File: src/hdl/jtap_pkg.sv
// shared constants and types for the boundary-scan tap controller
package jtap_pkg;

   // instruction register width and the fixed capture pattern
   localparam int          IR_LEN      = 3;
   localparam logic [2:0]  IR_CAPTURE  = 3'h4;

   // opcodes, the values are arbitrary
   localparam logic [2:0]  OP_EXTEST   = 3'h0;
   localparam logic [2:0]  OP_SAMPLE   = 3'h1;
   localparam logic [2:0]  OP_IDCODE   = 3'h2;
   localparam logic [2:0]  OP_BYPASS   = 3'h7;

   // identification register, value is arbitrary
   localparam int          ID_LEN      = 32;
   localparam logic [31:0] ID_DEFAULT  = 32'h0000_1001;

   // boundary register length and the reset-by-tms edge count
   localparam int          BSR_LEN_DEF = 8;
   localparam int          TLR_EDGES   = 5;

   // controller states
   typedef enum logic [3:0] {
      ST_TLR     = 4'h0,
      ST_IDLE    = 4'h1,
      ST_SEL_DR  = 4'h2,
      ST_CAP_DR  = 4'h3,
      ST_SH_DR   = 4'h4,
      ST_EX1_DR  = 4'h5,
      ST_PAU_DR  = 4'h6,
      ST_EX2_DR  = 4'h7,
      ST_UPD_DR  = 4'h8,
      ST_SEL_IR  = 4'h9,
      ST_CAP_IR  = 4'ha,
      ST_SH_IR   = 4'hb,
      ST_EX1_IR  = 4'hc,
      ST_PAU_IR  = 4'hd,
      ST_EX2_IR  = 4'he,
      ST_UPD_IR  = 4'hf
   } jtap_state_e;

endpackage

File: src/hdl/jtap_tap_ctrl.sv
// boundary-scan tap controller: state machine, ir, data registers, tdo
//
// Function
// sixteen-state machine advances on each tck rise using sampled tms
// five tms-high rises reach test-logic-reset; stays there while tms high
// in test-logic-reset test logic off, instruction forced to idcode
// reset enters test-logic-reset without any tck or tms activity
// idle holds while tms low; tms high goes to select-dr
// select-dr goes to capture-dr on low, select-ir on high
// capture-dr loads boundary register from pins for extest or sample
// capture-dr goes to exit1-dr on high, shift-dr on low
// shift-dr shifts selected register toward tdo each rise
// exit1-dr goes to update-dr on high, pause-dr on low
// pause-dr halts shifting, holds; tms high goes to exit2-dr
// exit2-dr goes to update-dr on high, shift-dr on low
// boundary parallel output loads only in update-dr on tck fall
// select-ir goes to capture-ir on low, test-logic-reset on high
// capture-ir loads fixed pattern 100 into instruction shifter
// capture-ir goes to exit1-ir on high, shift-ir on low
// shift-ir shifts instruction register toward tdo each rise
// instruction changes only in update-ir or test-logic-reset; other registers hold
// exit1-ir goes to update-ir on high, pause-ir on low
// pause-ir halts instruction shifting; tms high goes to exit2-ir
// exit2-ir goes to update-ir on high, shift-ir on low
// update-ir latches shifted instruction on tck fall
// update states go to select-dr on high, idle on low
// tdo driven only in shift states, changing on tck fall
`timescale 1ns/10ps
module jtap_tap_ctrl
   import jtap_pkg::*;
#(
   parameter int                 BSR_LEN  = BSR_LEN_DEF,
   parameter logic [ID_LEN-1:0]  ID_VALUE = ID_DEFAULT
) (
   input  wire logic               clk,
   input  wire logic               srst,
   input  wire logic               tck,
   input  wire logic               tms,
   input  wire logic               tdi,
   input  wire logic [BSR_LEN-1:0] pin_in,
   output logic                    tdo,
   output logic                    tdo_oe,
   output logic      [BSR_LEN-1:0] bsr_out,
   output logic                    extest_drive,
   output logic                    test_reset,
   output logic      [3:0]         tap_state,
   output logic      [IR_LEN-1:0]  cur_instr
);

   // all controller state in one record
   // tck_d is the last synchronised tck, kept for edge detection
   typedef struct packed {
      jtap_state_e state;
      logic        tck_d;
      logic        bypass;
      logic        tdo;
      logic        tdo_oe;
      logic        extest;
   } jtap_ctrl_s;

   jtap_ctrl_s st_ff;
   jtap_ctrl_s nxt_st;

   // synchronised pins
   logic [2:0]         pins_s;
   logic               tck_s;
   logic               tms_s;
   logic               tdi_s;

   // tck edge strobes, one clk cycle each
   logic               tck_rise;
   logic               tck_fall;

   // state decodes
   logic               in_tlr;
   logic               in_cap_dr;
   logic               in_sh_dr;
   logic               in_upd_dr;
   logic               in_cap_ir;
   logic               in_sh_ir;
   logic               in_upd_ir;

   // data register selection from the current instruction
   logic               sel_bsr;
   logic               sel_id;
   logic               sel_byp;

   // register outputs
   logic [IR_LEN-1:0]  ir_sreg;
   logic [IR_LEN-1:0]  ir_preg;
   logic [BSR_LEN-1:0] bsr_sreg;
   logic [ID_LEN-1:0]  id_sreg;
   logic               scan_out;

   // next-state function of the controller
   function automatic jtap_state_e tap_next(input jtap_state_e cur,
                                            input logic        tms_v);
      jtap_state_e nxt;
      nxt = cur;
      case (cur)
         // tms high holds reset
         ST_TLR: begin
            nxt = tms_v ? ST_TLR : ST_IDLE;
         end
         // idle hold or leave
         ST_IDLE: begin
            nxt = tms_v ? ST_SEL_DR : ST_IDLE;
         end
         // select-dr branch
         ST_SEL_DR: begin
            nxt = tms_v ? ST_SEL_IR : ST_CAP_DR;
         end
         // capture-dr exit
         ST_CAP_DR: begin
            nxt = tms_v ? ST_EX1_DR : ST_SH_DR;
         end
         // shift-dr loop
         ST_SH_DR: begin
            nxt = tms_v ? ST_EX1_DR : ST_SH_DR;
         end
         // exit1-dr branch
         ST_EX1_DR: begin
            nxt = tms_v ? ST_UPD_DR : ST_PAU_DR;
         end
         // pause-dr hold
         ST_PAU_DR: begin
            nxt = tms_v ? ST_EX2_DR : ST_PAU_DR;
         end
         // exit2-dr branch
         ST_EX2_DR: begin
            nxt = tms_v ? ST_UPD_DR : ST_SH_DR;
         end
         // update-dr exit
         ST_UPD_DR: begin
            nxt = tms_v ? ST_SEL_DR : ST_IDLE;
         end
         // select-ir branch
         ST_SEL_IR: begin
            nxt = tms_v ? ST_TLR : ST_CAP_IR;
         end
         // capture-ir exit
         ST_CAP_IR: begin
            nxt = tms_v ? ST_EX1_IR : ST_SH_IR;
         end
         // shift-ir loop
         ST_SH_IR: begin
            nxt = tms_v ? ST_EX1_IR : ST_SH_IR;
         end
         // exit1-ir branch
         ST_EX1_IR: begin
            nxt = tms_v ? ST_UPD_IR : ST_PAU_IR;
         end
         // pause-ir hold
         ST_PAU_IR: begin
            nxt = tms_v ? ST_EX2_IR : ST_PAU_IR;
         end
         // exit2-ir branch
         ST_EX2_IR: begin
            nxt = tms_v ? ST_UPD_IR : ST_SH_IR;
         end
         // update-ir exit
         ST_UPD_IR: begin
            nxt = tms_v ? ST_SEL_DR : ST_IDLE;
         end
         // an illegal code falls back to reset, so the machine self-heals
         default: begin
            nxt = ST_TLR;
         end
      endcase
      return nxt;
   endfunction

   // tck, tms and tdi come from the tester's domain
   // the pipe adds two clk of latency to every pin edge
   jtap_sync #(
      .W    (3)
   ) u_sync (
      .clk  (clk),
      .srst (srst),
      .din  ({tck, tms, tdi}),
      .dout (pins_s)
   );

   assign tck_s = pins_s[2];
   assign tms_s = pins_s[1];
   assign tdi_s = pins_s[0];

   // edge detection on the synchronised tck; tms and tdi share its
   // delay, so they are sampled with the same alignment as at the pins
   // limitation: each tck half must last several clk cycles, so that
   // tms and tdi are settled when the rise is seen
   // tck is taken as parked low at power-up; a tester that parks it
   // high sees one extra rise just after reset
   assign tck_rise = tck_s & ~st_ff.tck_d;
   assign tck_fall = ~tck_s & st_ff.tck_d;

   // state decodes from the registered state
   assign in_tlr    = (st_ff.state == ST_TLR);
   assign in_cap_dr = (st_ff.state == ST_CAP_DR);
   assign in_sh_dr  = (st_ff.state == ST_SH_DR);
   assign in_upd_dr = (st_ff.state == ST_UPD_DR);
   assign in_cap_ir = (st_ff.state == ST_CAP_IR);
   assign in_sh_ir  = (st_ff.state == ST_SH_IR);
   assign in_upd_ir = (st_ff.state == ST_UPD_IR);

   // selection follows the latched instruction, never the shifter
   // opcodes with no register of their own fall to the bypass bit
   assign sel_bsr = (ir_preg == OP_EXTEST) | (ir_preg == OP_SAMPLE);
   assign sel_id  = (ir_preg == OP_IDCODE);
   assign sel_byp = ~sel_bsr & ~sel_id;

   // instruction register; shifter and latch are kept apart so a
   // partial scan never disturbs the instruction in force
   jtap_shreg #(
      .W       (IR_LEN),
      .RST_VAL (OP_IDCODE)
   ) u_ir (
      .clk     (clk),
      .srst    (srst),
      // fixed capture pattern
      .capture (tck_rise & in_cap_ir),
      .cap_val (IR_CAPTURE),
      // shift toward tdo
      .shift   (tck_rise & in_sh_ir),
      .sin     (tdi_s),
      // latch on tck fall
      .update  (tck_fall & in_upd_ir),
      // idcode while in reset
      .init    (in_tlr),
      .sreg    (ir_sreg),
      .preg    (ir_preg)
   );

   // boundary register; pin_in is core-side logic on clk
   // pin_in is not synchronised, so the core must hold it steady
   // across each capture
   jtap_shreg #(
      .W       (BSR_LEN),
      .RST_VAL ('0)
   ) u_bsr (
      .clk     (clk),
      .srst    (srst),
      // capture pins for extest or sample
      .capture (tck_rise & in_cap_dr & sel_bsr),
      .cap_val (pin_in),
      // shift when selected
      .shift   (tck_rise & in_sh_dr & sel_bsr),
      .sin     (tdi_s),
      // update on tck fall only
      .update  (tck_fall & in_upd_dr & sel_bsr),
      .init    (1'b0),
      .sreg    (bsr_sreg),
      .preg    (bsr_out)
   );

   // identification register, no parallel output is needed
   // no init: the shifter is always reloaded in capture-dr first
   jtap_shreg #(
      .W       (ID_LEN),
      .RST_VAL ('0)
   ) u_id (
      .clk     (clk),
      .srst    (srst),
      .capture (tck_rise & in_cap_dr & sel_id),
      .cap_val (ID_VALUE),
      // shift when selected
      .shift   (tck_rise & in_sh_dr & sel_id),
      .sin     (tdi_s),
      .update  (1'b0),
      .init    (1'b0),
      .sreg    (id_sreg),
      .preg    ()
   );

   // serial output mux: ir in shift-ir, else the selected data register
   // sampled only at tck falls, so a change between falls is harmless
   always_comb begin
      if (in_sh_ir) begin
         scan_out = ir_sreg[0];
      end else if (sel_bsr) begin
         scan_out = bsr_sreg[0];
      end else if (sel_id) begin
         scan_out = id_sreg[0];
      end else begin
         scan_out = st_ff.bypass;
      end
   end

   // controller next state
   always_comb begin
      nxt_st       = st_ff;
      nxt_st.tck_d = tck_s;

      // advance on tck rise
      if (tck_rise) begin
         nxt_st.state = tap_next(st_ff.state, tms_s);
      end

      // bypass bit: zero on capture, tdi on shift, else it holds
      // unselected registers hold
      if (tck_rise & in_cap_dr & sel_byp) begin
         nxt_st.bypass = 1'b0;
      end else if (tck_rise & in_sh_dr & sel_byp) begin
         nxt_st.bypass = tdi_s;
      end

      // oe is refreshed on falls only, so it lags the state by half a tck
      // tdo changes only on tck fall
      if (tck_fall) begin
         nxt_st.tdo_oe = in_sh_dr | in_sh_ir;
         nxt_st.tdo    = (in_sh_dr | in_sh_ir) ? scan_out : 1'b0;
      end

      // taken from the next state so the drive drops in the very cycle
      // that the controller lands in test-logic-reset
      // test logic off in reset
      nxt_st.extest = (nxt_st.state != ST_TLR) &
                      (ir_preg == OP_EXTEST);
   end

   // state register; srst stands for power-up
   always_ff @(posedge clk) begin
      // reset to test-logic-reset
      if (srst) begin
         st_ff.state  <= ST_TLR;
         st_ff.tck_d  <= 1'b0;
         st_ff.bypass <= 1'b0;
         st_ff.tdo    <= 1'b0;
         st_ff.tdo_oe <= 1'b0;
         st_ff.extest <= 1'b0;
      end else begin
         st_ff <= nxt_st;
      end
   end

   // outputs from flip-flops; test_reset is a plain decode of the state
   // flop, so it follows the state without lag
   assign tdo          = st_ff.tdo;
   assign tdo_oe       = st_ff.tdo_oe;
   assign extest_drive = st_ff.extest;
   assign test_reset   = in_tlr;
   assign tap_state    = st_ff.state;
   assign cur_instr    = ir_preg;

endmodule

File: src/hdl/jtap_sync.sv
// two-flop synchroniser for a group of pin inputs
`timescale 1ns/10ps
module jtap_sync
   import jtap_pkg::*;
#(
   parameter int W = 3
) (
   input  wire logic         clk,
   input  wire logic         srst,
   input  wire logic [W-1:0] din,
   output logic      [W-1:0] dout
);

   typedef struct packed {
      logic [W-1:0] meta;
      logic [W-1:0] stab;
   } jtap_sync_s;

   jtap_sync_s st_ff;
   jtap_sync_s nxt_st;

   // first stage feeds only the second stage
   always_comb begin
      nxt_st      = st_ff;
      nxt_st.meta = din;
      nxt_st.stab = st_ff.meta;
   end

   // state register
   always_ff @(posedge clk) begin
      if (srst) begin
         st_ff <= '0;
      end else begin
         st_ff <= nxt_st;
      end
   end

   assign dout = st_ff.stab;

endmodule

File: src/hdl/jtap_shreg.sv
// scan shift register with capture, shift and latched parallel output
`timescale 1ns/10ps
module jtap_shreg
   import jtap_pkg::*;
#(
   parameter int           W       = 3,
   parameter logic [W-1:0] RST_VAL = '0
) (
   input  wire logic         clk,
   input  wire logic         srst,
   input  wire logic         capture,
   input  wire logic [W-1:0] cap_val,
   input  wire logic         shift,
   input  wire logic         sin,
   input  wire logic         update,
   input  wire logic         init,
   output logic      [W-1:0] sreg,
   output logic      [W-1:0] preg
);

   typedef struct packed {
      logic [W-1:0] sr;
      logic [W-1:0] pr;
   } jtap_shreg_s;

   jtap_shreg_s st_ff;
   jtap_shreg_s nxt_st;

   // shift path moves toward bit 0, which is the serial output
   always_comb begin
      nxt_st = st_ff;
      if (capture) begin
         nxt_st.sr = cap_val;
      end else if (shift) begin
         if (W > 1) begin
            nxt_st.sr = {sin, st_ff.sr[W-1:1]};
         end else begin
            nxt_st.sr = {W{sin}};
         end
      end
      // parallel side holds unless explicitly updated or initialised
      if (init) begin
         nxt_st.pr = RST_VAL;
      end else if (update) begin
         nxt_st.pr = st_ff.sr;
      end
   end

   // state register
   always_ff @(posedge clk) begin
      if (srst) begin
         st_ff.sr <= '0;
         st_ff.pr <= RST_VAL;
      end else begin
         st_ff <= nxt_st;
      end
   end

   assign sreg = st_ff.sr;
   assign preg = st_ff.pr;

endmodule

File: config.mk
export PLATFORM = sky130hd
export DESIGN_NAME = jtap_tap_ctrl
export DESIGN_NICKNAME = d
export VERILOG_FILES = /design/src/hdl/jtap_pkg.sv /design/src/hdl/jtap_tap_ctrl.sv /design/src/hdl/jtap_sync.sv /design/src/hdl/jtap_shreg.sv
export SDC_FILE = /design/constraint.sdc
export NUM_CORES = 1
export LEC_CHECK = 0
export BUFFER_PORTS_ARGS = -buffer_cell sky130_fd_sc_hd__buf_2
export CORE_MARGIN = 1.5
export CORE_UTILIZATION = 40
export DETAILED_ROUTE_END_ITERATION = 6
export PLACE_DENSITY_LB_ADDON = 0.25
export SKIP_LAST_GASP = 1
export SLEW_MARGIN = 20
export SYNTH_ARGS = -nofsm -noshare
export SYNTH_HDL_FRONTEND = slang
export SYNTH_SLANG_ARGS = --single-unit
File: constraint.sdc
create_clock -name clk -period 2.1 [get_ports clk]
set_input_delay 0 -clock clk [delete_from_list [all_inputs] [get_ports clk]]
set_output_delay 0 -clock clk [all_outputs]
set_load 0.01 [all_outputs]
==> out/qor.tcl, run 1 <==
set qor(floorplan.initialDensity_pct) 41.54
set qor(port_buffers) 31
set qor(post_synth_inst_count) 338
set qor(clk_pin_slew_ns) 0.07
set qor(min_path_type) {in2reg}
set qor(dr_pass1_iterations) 4
set qor(post_synth.cell_area_avg_um2) 8.396
set qor(fin_skew_ns) 0.01244
set qor(cts.repair.resized) 0
set qor(multi_input_comb_area_um2) 1309
set qor(postSynth.topFlopCell) {sky130_fd_sc_hd__dfxtp_1}
set qor(worst_setup_end_kind) {output pin}
set qor(via_count) 2371
set qor(p_per_area_nw_per_um2) 828.9
set qor(synth-seq-cells) 69
set qor(grt_setup_unrepaired) {false}
set qor(tritoncts) {built}
set qor(worst-endpoint-required_ns) 2.10
set qor(drcViolationCount) 0
set qor(global_route.usage.total_pct) 16.09
set qor(grt_first_pass_wirelength_um) 9528
set qor(avgRoutedWirePerCell_um) 12.19
set qor(die-height_um) 87.23
set qor(relSlewSlack_pct) 59.36
set qor(run_status) {finished clean}
set qor(dpl.hpwl_um) 3675
set qor(mappedNetlistNets) 351
set qor(synth_fa_ha_area_share_pct) 0
set qor(max-vdd-ir-drop_mv) 0.3728
set qor(antenna_violations_before_repair) 0
set qor(antenna-diode-count) 0
set qor(grt-ovfl-total) 0
set qor(synth_simple_gate_area_share_pct) 24.03
set qor(ys_seq_area_share_pct) 48.68
set qor(final.setup.tns_ns) 0
set qor(critical_path_peak_fanout) 15
set qor(timing.fmax_mhz) 550.2
set qor(worst-slew-pin-transition_ns) 0.6088
set qor(n_fill_cell) 685
set qor(core_area_um2) 6832
set qor(worst_ep_arrival_time_ns) 1.82
set qor(crit_path_start_kind) {flip-flop}
set qor(clock-sinks) 69
set qor(post-synth-top-area-fraction_pct) 48.68
set qor(combinational_family_with_the_most_area_after_synthesis) {simple AND/OR/NAND/NOR gates}
set qor(placement_rows) 30
set qor(synth_xor_area_share_pct) 0.3086
set qor(post_route_cells_drive_above_1_share_pct) 18.11
set qor(final_core_util_pct) 48.74
set qor(cts-htree-levels) 3
set qor(ys_warn_count) 0
set qor(detailedRoute.firstIterationViolations) 154
set qor(async_flop_share_pct) 0
set qor(route.final.wire_length_um) 5679
set qor(maxCapViolCount) 0
set qor(clk_latency_ns) 0.35
set qor(layout-area-overhead-vs-synth_pct) 17.33
set qor(ff_latch_area_um2) 1381
set qor(area_after_dpl_um2) 3042
set qor(dpl_worst_slack_ns) 0.3728
set qor(synth_mux_area_share_pct) 3.880
set qor(design.final.nets) 378
set qor(grt_start_max_net_pins) 33
set qor(design_area_um2) 3329
set qor(slew_viol_final) 0
set qor(post-route-worst-setup-slack_ns) 0.2825
set qor(first_global_vias) 2102
set qor(p_leak_nw) 1.259
set qor(fp.dieW_um) 87.23
set qor(detail-route-antenna-nets) 0
set qor(routabilityCongestion) 0.8545
set qor(synth_top_cells_by_area) {sky130_fd_sc_hd__dfxtp_1 49%, sky130_fd_sc_hd__nand2_1 9.7%, sky130_fd_sc_hd__a21oi_1 7.1%}
set qor(numCtsBuffers) 9
set qor(via_per_inst) 5.088
set qor(clk_root_buffer_cell) {sky130_fd_sc_hd__clkbuf_8}
set qor(netlist-cell-type-count) 44
set qor(timing.final.setup_violations) 0
set qor(period_share_pct) 86.55
set qor(timing_hold_violations_final) 0
set qor(library_cell_with_the_largest_summed_area_after_synthesis) {sky130_fd_sc_hd__dfxtp_1}
set qor(crit_type) {reg2out}
set qor(synth_compound_gate_area_share_pct) 17.90
set qor(design_power_total_mw) 2.760
set qor(post_synth_instance_area_um2) 2838
set qor(die_area_um2) 7608
set qor(finalWorstPathRequiredPeriod_ns) 1.818
set qor(max-clock-path-buffers) 2
set qor(ioPinCount) 32
set qor(number_of_flops_mapped_to_enable_cells_by_yosys) 0
-- worst paths after layout --
kind                    startpoint        endpoint  slack [ns]  cells after the start
setup reg to reg      tap_state[0]             tdo        0.36                      5
hold / removal           pin_in[6]   u_bsr.sreg[6]        0.04                      4
setup / recovery      tap_state[3]      test_reset        0.28                      3
hold reg to reg   u_sync.nxt_st[1]  u_sync.dout[1]        0.44                      1
-- state kept, by name, summed over array words and instances, names as in the netlist --
signal,count
tap_state,4
u_id.sreg,32
tdo,1
u_sync.nxt_st,3
u_sync.dout,3
st_ff,2
u_bsr.preg,8
u_bsr.sreg,8
extest_drive,1
u_ir.preg,3
u_ir.sreg,3
tdo_oe,1
-- through the flow --
step / hold slack, ns / cells
2_1_floorplan: 0.1282 / 338
5_1_grt: 0.05201 / 466
3_5_place_dp: 0.2138 / 447
4_1_cts: 0.02319 / 466
3_3_place_gp: 0.2074 / 447
6_report: 0.03671 / 466
-- timing repair --
action	4_1_cts	5_1_grt
hold endpoints to repair	3	0
buffers inserted	0	0
hold buffers	3	0
-- cell families (layout without fill, tap and decap cells) --
| logic type | Yosys count | after routing |
|---|---|---|
| AOI/OAI and AO/OA | 79 | 79 |
| and+or+nand+nor | 150 | 150 |
| DFF | 69 | 69 |
| xor gates and xnor gates | 1 | 1 |
| buffers and inverters | 28 | 60 |
| muxes | 11 | 11 |
-- per-layer routing --
| layer | vias up | GRT usage (%) | wire length [um] |
|---|---|---|---|
| li1 | 1213 | - | - |
| met1 | 1087 | 21.97 | 2798 |
| met2 | 61 | 23.19 | 2416 |
| met3 | 10 | 3.886 | 352 |
| met4 | 0 | 9.091 | 111 |
| met5 | - | 0 | 0 |
-- synthesized netlist by cell type (all sizes together), types with 2 or more instances --
cell,n
o21ai,5
nor2,35
nand2b,5
nand4,2
a31o,2
or2,2
nand2,73
nor2b,11
o22a,8
clkbuf,7
dfxtp,69
and3,2
a32oi,2
inv,3
nand3,4
mux2i,11
a21oi,41
nor3,11
buf,18
or3,2
o22ai,11
a31oi,2
-- cell usage in the layout (no fill, tap or decap), drive strengths merged, types with 2 or more instances in the layout --
cell	n
a31oi	2
mux2i	11
and3	2
bufinv	3
nand2	73
dlygate4sd3	3
o22a	8
nand3	4
a21oi	41
nor2	35
nand2b	5
nor3	11
a32oi	2
nand4	2
or2	2
o21ai	5
o22ai	11
clkbuf	11
inv	3
dfxtp	69
a31o	2
or3	2
buf	38
nor2b	11
-- where the power goes --
part,switching [mW],leakage [nW],internal (mW)
sequential,0.0120,0.557,1.32
clock,0.499,0.126,0.856
combinational,0.0452,0.576,0.0322
-- area by class of cell --
class	count	area share [%]
clock buffer	11	4.547
clock inverter	5	3.194
inverter	3	0.3382
multi-input combinational	241	39.31
sequential	69	41.49
tap	96	3.608
timing repair buffer	41	7.516
-- critical path, cell delays in order (launching register included) --
cell                      delay (ns)
sky130_fd_sc_hd__dfxtp_1        0.46
sky130_fd_sc_hd__or2_2          0.37
sky130_fd_sc_hd__nor3_1         0.42
sky130_fd_sc_hd__buf_2          0.23
Note: power is estimated with default switching activity, not from simulation.
==> run 2: changes to the inputs <==
--- a/config.mk
+++ b/config.mk
@@ -7,7 +7,7 @@
 export LEC_CHECK = 0
 export BUFFER_PORTS_ARGS = -buffer_cell sky130_fd_sc_hd__buf_2
 export CORE_MARGIN = 1.5
-export CORE_UTILIZATION = 40
+export CORE_UTILIZATION = 30
 export DETAILED_ROUTE_END_ITERATION = 6
 export PLACE_DENSITY_LB_ADDON = 0.25
 export SKIP_LAST_GASP = 1
==> out/qor.tcl, run 2 (same netlist as run 1, synthesis figures left out) <==
set qor(min_path_type) {in2reg} ;# unchanged
set qor(cts-htree-levels) 3 ;# unchanged
set qor(worst_setup_end_kind) {flip-flop} ;# was output pin
set qor(p_per_area_nw_per_um2) 780.9 ;# was 828.9 nW/um^2
set qor(post_cts.repair.setup_buffers) 0 ;# unchanged
set qor(max-vdd-ir-drop_mv) 0.3051 ;# was 0.3728 mV
set qor(global_route.usage.total_pct) 12.59 ;# was 16.09%
set qor(crit_path_start_kind) {flip-flop} ;# unchanged
set qor(antenna_violations_before_repair) 0 ;# unchanged
set qor(timing_hold_violations_final) 0 ;# unchanged
set qor(crit-reg2reg-launch) {tap_state[1]} ;# was tap_state[0]
set qor(fin_skew_ns) 0.01053 ;# was 0.01244 ns
set qor(relSlewSlack_pct) 57.64 ;# was 59.36%
set qor(antenna-diode-count) 0 ;# unchanged
set qor(clk_pin_slew_ns) 0.08 ;# was 0.07 ns
set qor(worst_ep_arrival_time_ns) 2.02 ;# was 1.82 ns
set qor(post_route_cells_drive_above_1_share_pct) 18.50 ;# was 18.11%
set qor(worst-endpoint-required_ns) 2.33 ;# was 2.10 ns
set qor(groute.layer.met2.usage_pct) 18.37 ;# was 23.19%
set qor(detail-route-antenna-nets) 0 ;# unchanged
set qor(dpl.hpwl_um) 3951 ;# was 3675 um
set qor(ioPinCount) 32 ;# unchanged
set qor(detailedRoute.firstIterationViolations) 103 ;# was 154
set qor(grt_first_pass_wirelength_um) 9998 ;# was 9528 um
set qor(clk_root_buffer_cell) {sky130_fd_sc_hd__clkbuf_8} ;# unchanged
set qor(via_count) 2372 ;# was 2,371
set qor(startpoint) {tap_state[1]} ;# was tap_state[3]
set qor(fp.dieW_um) 100.3 ;# was 87.23 um
set qor(final.setup.tns_ns) 0 ;# unchanged
set qor(clock-sinks) 69 ;# unchanged
set qor(finalWorstPathRequiredPeriod_ns) 1.792 ;# was 1.818 ns
set qor(critical_path_peak_fanout) 17 ;# was 15
set qor(tritoncts) {built} ;# unchanged
set qor(die-height_um) 100.3 ;# was 87.23 um
set qor(layout_common_cells) {73 x sky130_fd_sc_hd__nand2_1, 69 x sky130_fd_sc_hd__dfxtp_1, 40 x sky130_fd_sc_hd__a21oi_1, 34 x sky130_fd_sc_hd__nor2_1, 31 x sky130_fd_sc_hd__buf_2} ;# unchanged
set qor(route.final.wire_length_um) 6011 ;# was 5679 um
set qor(timing.fmax_mhz) 558.1 ;# was 550.2 MHz
set qor(clk_latency_ns) 0.34 ;# was 0.35 ns
set qor(design_power_total_mw) 2.608 ;# was 2.760 mW
set qor(port_buffers) 31 ;# unchanged
set qor(p_leak_nw) 1.261 ;# was 1.259 nW
set qor(final_core_util_pct) 36.31 ;# was 48.74%
set qor(grt_setup_unrepaired) {false} ;# unchanged
set qor(setup.reg_to_reg.worst_slack_ns) 0.31 ;# was 0.36 ns
set qor(worst-slew-pin-transition_ns) 0.6346 ;# was 0.6088 ns
set qor(timing.final.setup_violations) 0 ;# unchanged
set qor(avgRoutedWirePerCell_um) 12.42 ;# was 12.19 um
set qor(period_share_pct) 85.32 ;# was 86.55%
set qor(slew_viol_final) 0 ;# unchanged
set qor(floorplan.initialDensity_pct) 30.86 ;# was 41.54%
set qor(run_status) {finished clean} ;# unchanged
set qor(design.final.nets) 381 ;# was 378
set qor(layout_commonest_cell) {sky130_fd_sc_hd__nand2_1} ;# unchanged
set qor(global_route.usage.met3_pct) 3.691 ;# was 3.886%
set qor(core_area_um2) 9196 ;# was 6832 um^2
set qor(largest_register_ff_count) 32 ;# unchanged
set qor(r2r_end) {extest_drive} ;# was tdo
set qor(grt_start_max_net_pins) 33 ;# unchanged
set qor(critical_path.endpoint) {extest_drive} ;# was test_reset
set qor(die_area_um2) 10050 ;# was 7608 um^2
set qor(reg2regPathDepth) 5 ;# unchanged
set qor(dr_pass1_iterations) 4 ;# unchanged
set qor(numCtsBuffers) 9 ;# unchanged
set qor(drcViolationCount) 0 ;# unchanged
set qor(globalRoute.busiestLayer) {met2} ;# unchanged
set qor(via_per_inst) 4.901 ;# was 5.088
set qor(layout-area-overhead-vs-synth_pct) 17.68 ;# was 17.33%
set qor(placement_rows) 35 ;# was 30
set qor(routabilityCongestion) 0.7196 ;# was 0.8545
set qor(maxCapViolCount) 0 ;# unchanged
set qor(global_route.usage.met1_pct) 17.09 ;# was 21.97%
set qor(crit_type) {reg2reg} ;# was reg2out
set qor(max-clock-path-buffers) 2 ;# unchanged
set qor(grt-ovfl-total) 0 ;# unchanged
set qor(first_global_vias) 2109 ;# was 2,102
-- run 2: per-layer routing --
metal  share of wire (%)  vias up
met2                  44       53
met1                  51     1097
met4                 1.4        0
met3                 4.4        7
met5                   0        -
li1                    -     1215
-- run 2: layout make-up --
type / count / area [um^2]
fillers: 975 / 5857
inverters: 3 / 11.26
multi-input cells: 241 / 1309
well taps: 111 / 138.9
clock buffers: 10 / 137.6
clock inverters: 6 / 86.33
repair buffers: 44 / 275.3
flip-flops and latches: 69 / 1381
-- run 2: how the worst min path moves through the flow --
| stage | startpoint | to | slack (ns) | depth (start not counted) |
|---|---|---|---|---|
| global route | pin_in[0] | u_bsr.sreg[0] | 0.04 | 4 |
| global placement | tms | u_sync.nxt_st[1] | 0.21 | 2 |
| finish | pin_in[0] | u_bsr.sreg[0] | 0.04 | 4 |
| floorplan | tdi | u_sync.nxt_st[0] | 0.13 | 1 |
| CTS | pin_in[2] | u_bsr.sreg[2] | 0.02 | 4 |
| detailed placement | tdi | u_sync.nxt_st[0] | 0.22 | 2 |
-- run 2: power breakdown --
part           internal (mW)  switching [mW]
logic                 0.0339          0.0480
registers               1.32          0.0103
clock network          0.699           0.501
total                   2.05           0.559
-- run 2: worst max-delay path, cell delays in order, from the launching register on --
cell and delay [ns]:
sky130_fd_sc_hd__dfxtp_1 0.52, sky130_fd_sc_hd__or4b_1 0.59, sky130_fd_sc_hd__a21oi_1 0.21, sky130_fd_sc_hd__a2111oi_2 0.06, sky130_fd_sc_hd__a21oi_1 0.19, sky130_fd_sc_hd__a31oi_1 0.11
-- run 2: repair_timing --
item                       4_1_cts  5_1_grt
setup endpoints to repair        0        0
gates resized for setup          0        0
hold endpoints to repair         5        0
hold buffers                     4        0
-- run 2: stage by stage --
step | setup slack [ns] | cells | hold slack, ns | area [um^2]
6_report | 0.3082 | 484 | 0.03854 | 3339
5_1_grt | 0.2377 | 484 | 0.03715 | 3339
4_1_cts | 0.3469 | 484 | 0.01750 | 3339
3_5_place_dp | 0.3572 | 464 | 0.2151 | 3075
3_3_place_gp | 0.3273 | 464 | 0.2076 | 3075
2_1_floorplan | 0.6341 | 338 | 0.1282 | 2838
==> run 3: changes to the inputs <==
--- a/config.mk
+++ b/config.mk
@@ -5,7 +5,7 @@
 export SDC_FILE = /design/constraint.sdc
 export NUM_CORES = 1
 export LEC_CHECK = 0
-export BUFFER_PORTS_ARGS = -buffer_cell sky130_fd_sc_hd__buf_2
+export BUFFER_PORTS_ARGS = -buffer_cell sky130_fd_sc_hd__buf_4
 export CORE_MARGIN = 1.5
 export CORE_UTILIZATION = 30
 export DETAILED_ROUTE_END_ITERATION = 6
==> out/qor.tcl, run 3 (same netlist as run 1, synthesis figures left out) <==
set qor(dr_pass1_iterations) 4 ;# unchanged
set qor(die-height_um) 100.3 ;# unchanged
set qor(slew_viol_final) 0 ;# unchanged
set qor(timing.fmax_mhz) 524.4 ;# was 558.1 MHz
set qor(dpl.hpwl_um) 3898 ;# was 3951 um
set qor(route.final.wire_length_um) 6102 ;# was 6011 um
set qor(max-clock-path-buffers) 2 ;# unchanged
set qor(run_status) {finished clean} ;# unchanged
set qor(global_route.usage.total_pct) 12.97 ;# was 12.59%
set qor(avgRoutedWirePerCell_um) 12.63 ;# was 12.42 um
set qor(worst-endpoint-required_ns) 2.10 ;# was 2.33 ns
set qor(ioPinCount) 32 ;# unchanged
set qor(detail-route-antenna-nets) 0 ;# unchanged
set qor(final_core_util_pct) 37.16 ;# was 36.31%
set qor(timing.final.setup_violations) 0 ;# unchanged
set qor(min_path_type) {in2reg} ;# unchanged
set qor(floorplan.initialDensity_pct) 30.86 ;# unchanged
set qor(via_count) 2361 ;# was 2,372
set qor(p_leak_nw) 1.276 ;# was 1.261 nW
set qor(crit_type) {reg2out} ;# was reg2reg
set qor(crit_path_start_kind) {flip-flop} ;# unchanged
set qor(die_area_um2) 10050 ;# unchanged
set qor(finalWorstPathRequiredPeriod_ns) 1.907 ;# was 1.792 ns
set qor(port_buffers) 31 ;# unchanged
set qor(antenna_violations_before_repair) 0 ;# unchanged
set qor(design.final.nets) 380 ;# was 381
set qor(relSlewSlack_pct) 62.11 ;# was 57.64%
set qor(dpl_worst_slack_ns) 0.3521 ;# was 0.3572 ns
set qor(max-vdd-ir-drop_mv) 0.2954 ;# was 0.3051 mV
set qor(worst-slew-pin-transition_ns) 0.5640 ;# was 0.6346 ns
set qor(worst_ep_arrival_time_ns) 1.91 ;# was 2.02 ns
set qor(placement_rows) 35 ;# unchanged
set qor(grt_first_pass_wirelength_um) 10310 ;# was 9998 um
set qor(drcViolationCount) 0 ;# unchanged
set qor(worst_setup_end_kind) {output pin} ;# was flip-flop
set qor(post_route_cells_drive_above_1_share_pct) 18.55 ;# was 18.50%
set qor(grt_setup_unrepaired) {false} ;# unchanged
set qor(timing_hold_violations_final) 0 ;# unchanged
set qor(grt_start_max_net_pins) 41 ;# was 33
set qor(routabilityCongestion) 0.8258 ;# was 0.7196
set qor(n_fill_cell) 956 ;# was 975
set qor(cts-htree-levels) 3 ;# unchanged
set qor(clk_root_buffer_cell) {sky130_fd_sc_hd__clkbuf_8} ;# unchanged
set qor(layout-area-overhead-vs-synth_pct) 20.41 ;# was 17.68%
set qor(fin_skew_ns) 0.01299 ;# was 0.01053 ns
set qor(layout_commonest_cell) {sky130_fd_sc_hd__nand2_1} ;# unchanged
set qor(detailedRoute.firstIterationViolations) 161 ;# was 103
set qor(grt-ovfl-total) 0 ;# unchanged
set qor(p_per_area_nw_per_um2) 779.6 ;# was 780.9 nW/um^2
set qor(clk_pin_slew_ns) 0.08 ;# about the same
set qor(design_power_total_mw) 2.664 ;# was 2.608 mW
set qor(tritoncts) {built} ;# unchanged
set qor(critical_path_peak_fanout) 9 ;# was 17
set qor(first_global_vias) 2170 ;# was 2,109
set qor(via_per_inst) 4.888 ;# was 4.901
set qor(layout_common_cells) {73 x sky130_fd_sc_hd__nand2_1, 69 x sky130_fd_sc_hd__dfxtp_1, 40 x sky130_fd_sc_hd__a21oi_1, 39 x sky130_fd_sc_hd__buf_4, 34 x sky130_fd_sc_hd__nor2_1} ;# was 73 x sky130_fd_sc_hd__nand2_1, 69 x sky130_fd_sc_hd__dfxtp_1, 40 x sky130_fd_sc_hd__a21oi_1, 34 x sky130_fd_sc_hd__nor2_1, 31 x sky130_fd_sc_hd__buf_2
set qor(antenna-diode-count) 0 ;# unchanged
set qor(fp.dieW_um) 100.3 ;# unchanged
set qor(clock-sinks) 69 ;# unchanged
set qor(cts.hold.buffers_added) 3 ;# was 4
set qor(period_share_pct) 90.81 ;# was 85.32%
set qor(maxCapViolCount) 0 ;# unchanged
set qor(setup.reg_to_reg.worst_slack_ns) 0.33 ;# was 0.31 ns
set qor(final.setup.tns_ns) 0 ;# unchanged
set qor(post-route-worst-setup-slack_ns) 0.1929 ;# was 0.3082 ns
set qor(clk_latency_ns) 0.35 ;# was 0.34 ns
set qor(numCtsBuffers) 9 ;# unchanged
set qor(post_cts.repair.setup_buffers) 0 ;# unchanged
set qor(largest_register_ff_count) 32 ;# unchanged
set qor(core_area_um2) 9196 ;# unchanged
set qor(cts.repair.resized) 0 ;# unchanged
## run 3: final timing paths
path                                    from            end  cells after the start
worst min-delay path               pin_in[3]  u_bsr.sreg[3]                      4
worst max-delay path            tap_state[3]     test_reset                      4
worst min register to register  u_id.sreg[3]   u_id.sreg[2]                      2
worst max register to register  tap_state[1]   extest_drive                      5
## run 3: metal layers
layer	track usage (%)	routed length (um)
met1	17.57	3217
met2	19.20	2539
met3	4.387	246
met4	4.550	99
met5	0	0
## run 3: critical path: stages, from the launching register on
cell,delay [ns]
sky130_fd_sc_hd__dfxtp_1,0.39
sky130_fd_sc_hd__buf_4,0.19
sky130_fd_sc_hd__or2_2,0.30
sky130_fd_sc_hd__nor3_1,0.45
sky130_fd_sc_hd__buf_4,0.22
## run 3: final cells by class
type,instances,area (um^2),area share (%)
Sequential cell,69,1381,40.42
Multi-Input combinational cell,241,1309,38.30
Inverter,3,11.26,0.3295
Timing Repair Buffer,43,342.8,10.03
Clock inverter,5,82.58,2.417
Clock buffer,11,151.4,4.431
Tap cell,111,138.9,4.064
## run 3: report_power, final
part | leakage, nW | internal, mW | total (mW) | switching (mW)
clock | 0.120 | 0.735 | 1.25 | 0.512
combinational | 0.599 | 0.0414 | 0.0906 | 0.0492
sequential | 0.557 | 1.32 | 1.33 | 0.0103
total | 1.28 | 2.09 | 2.66 | 0.571
## run 3: metrics by stage
stage / hold slack (ns) / std cells / cell area (um^2)
4_1_cts: 0.02318 / 483 / 3417
3_3_place_gp: 0.2094 / 464 / 3153
3_5_place_dp: 0.2184 / 464 / 3153
6_report: 0.03632 / 483 / 3417
2_1_floorplan: 0.1282 / 338 / 2838
5_1_grt: 0.04195 / 483 / 3417
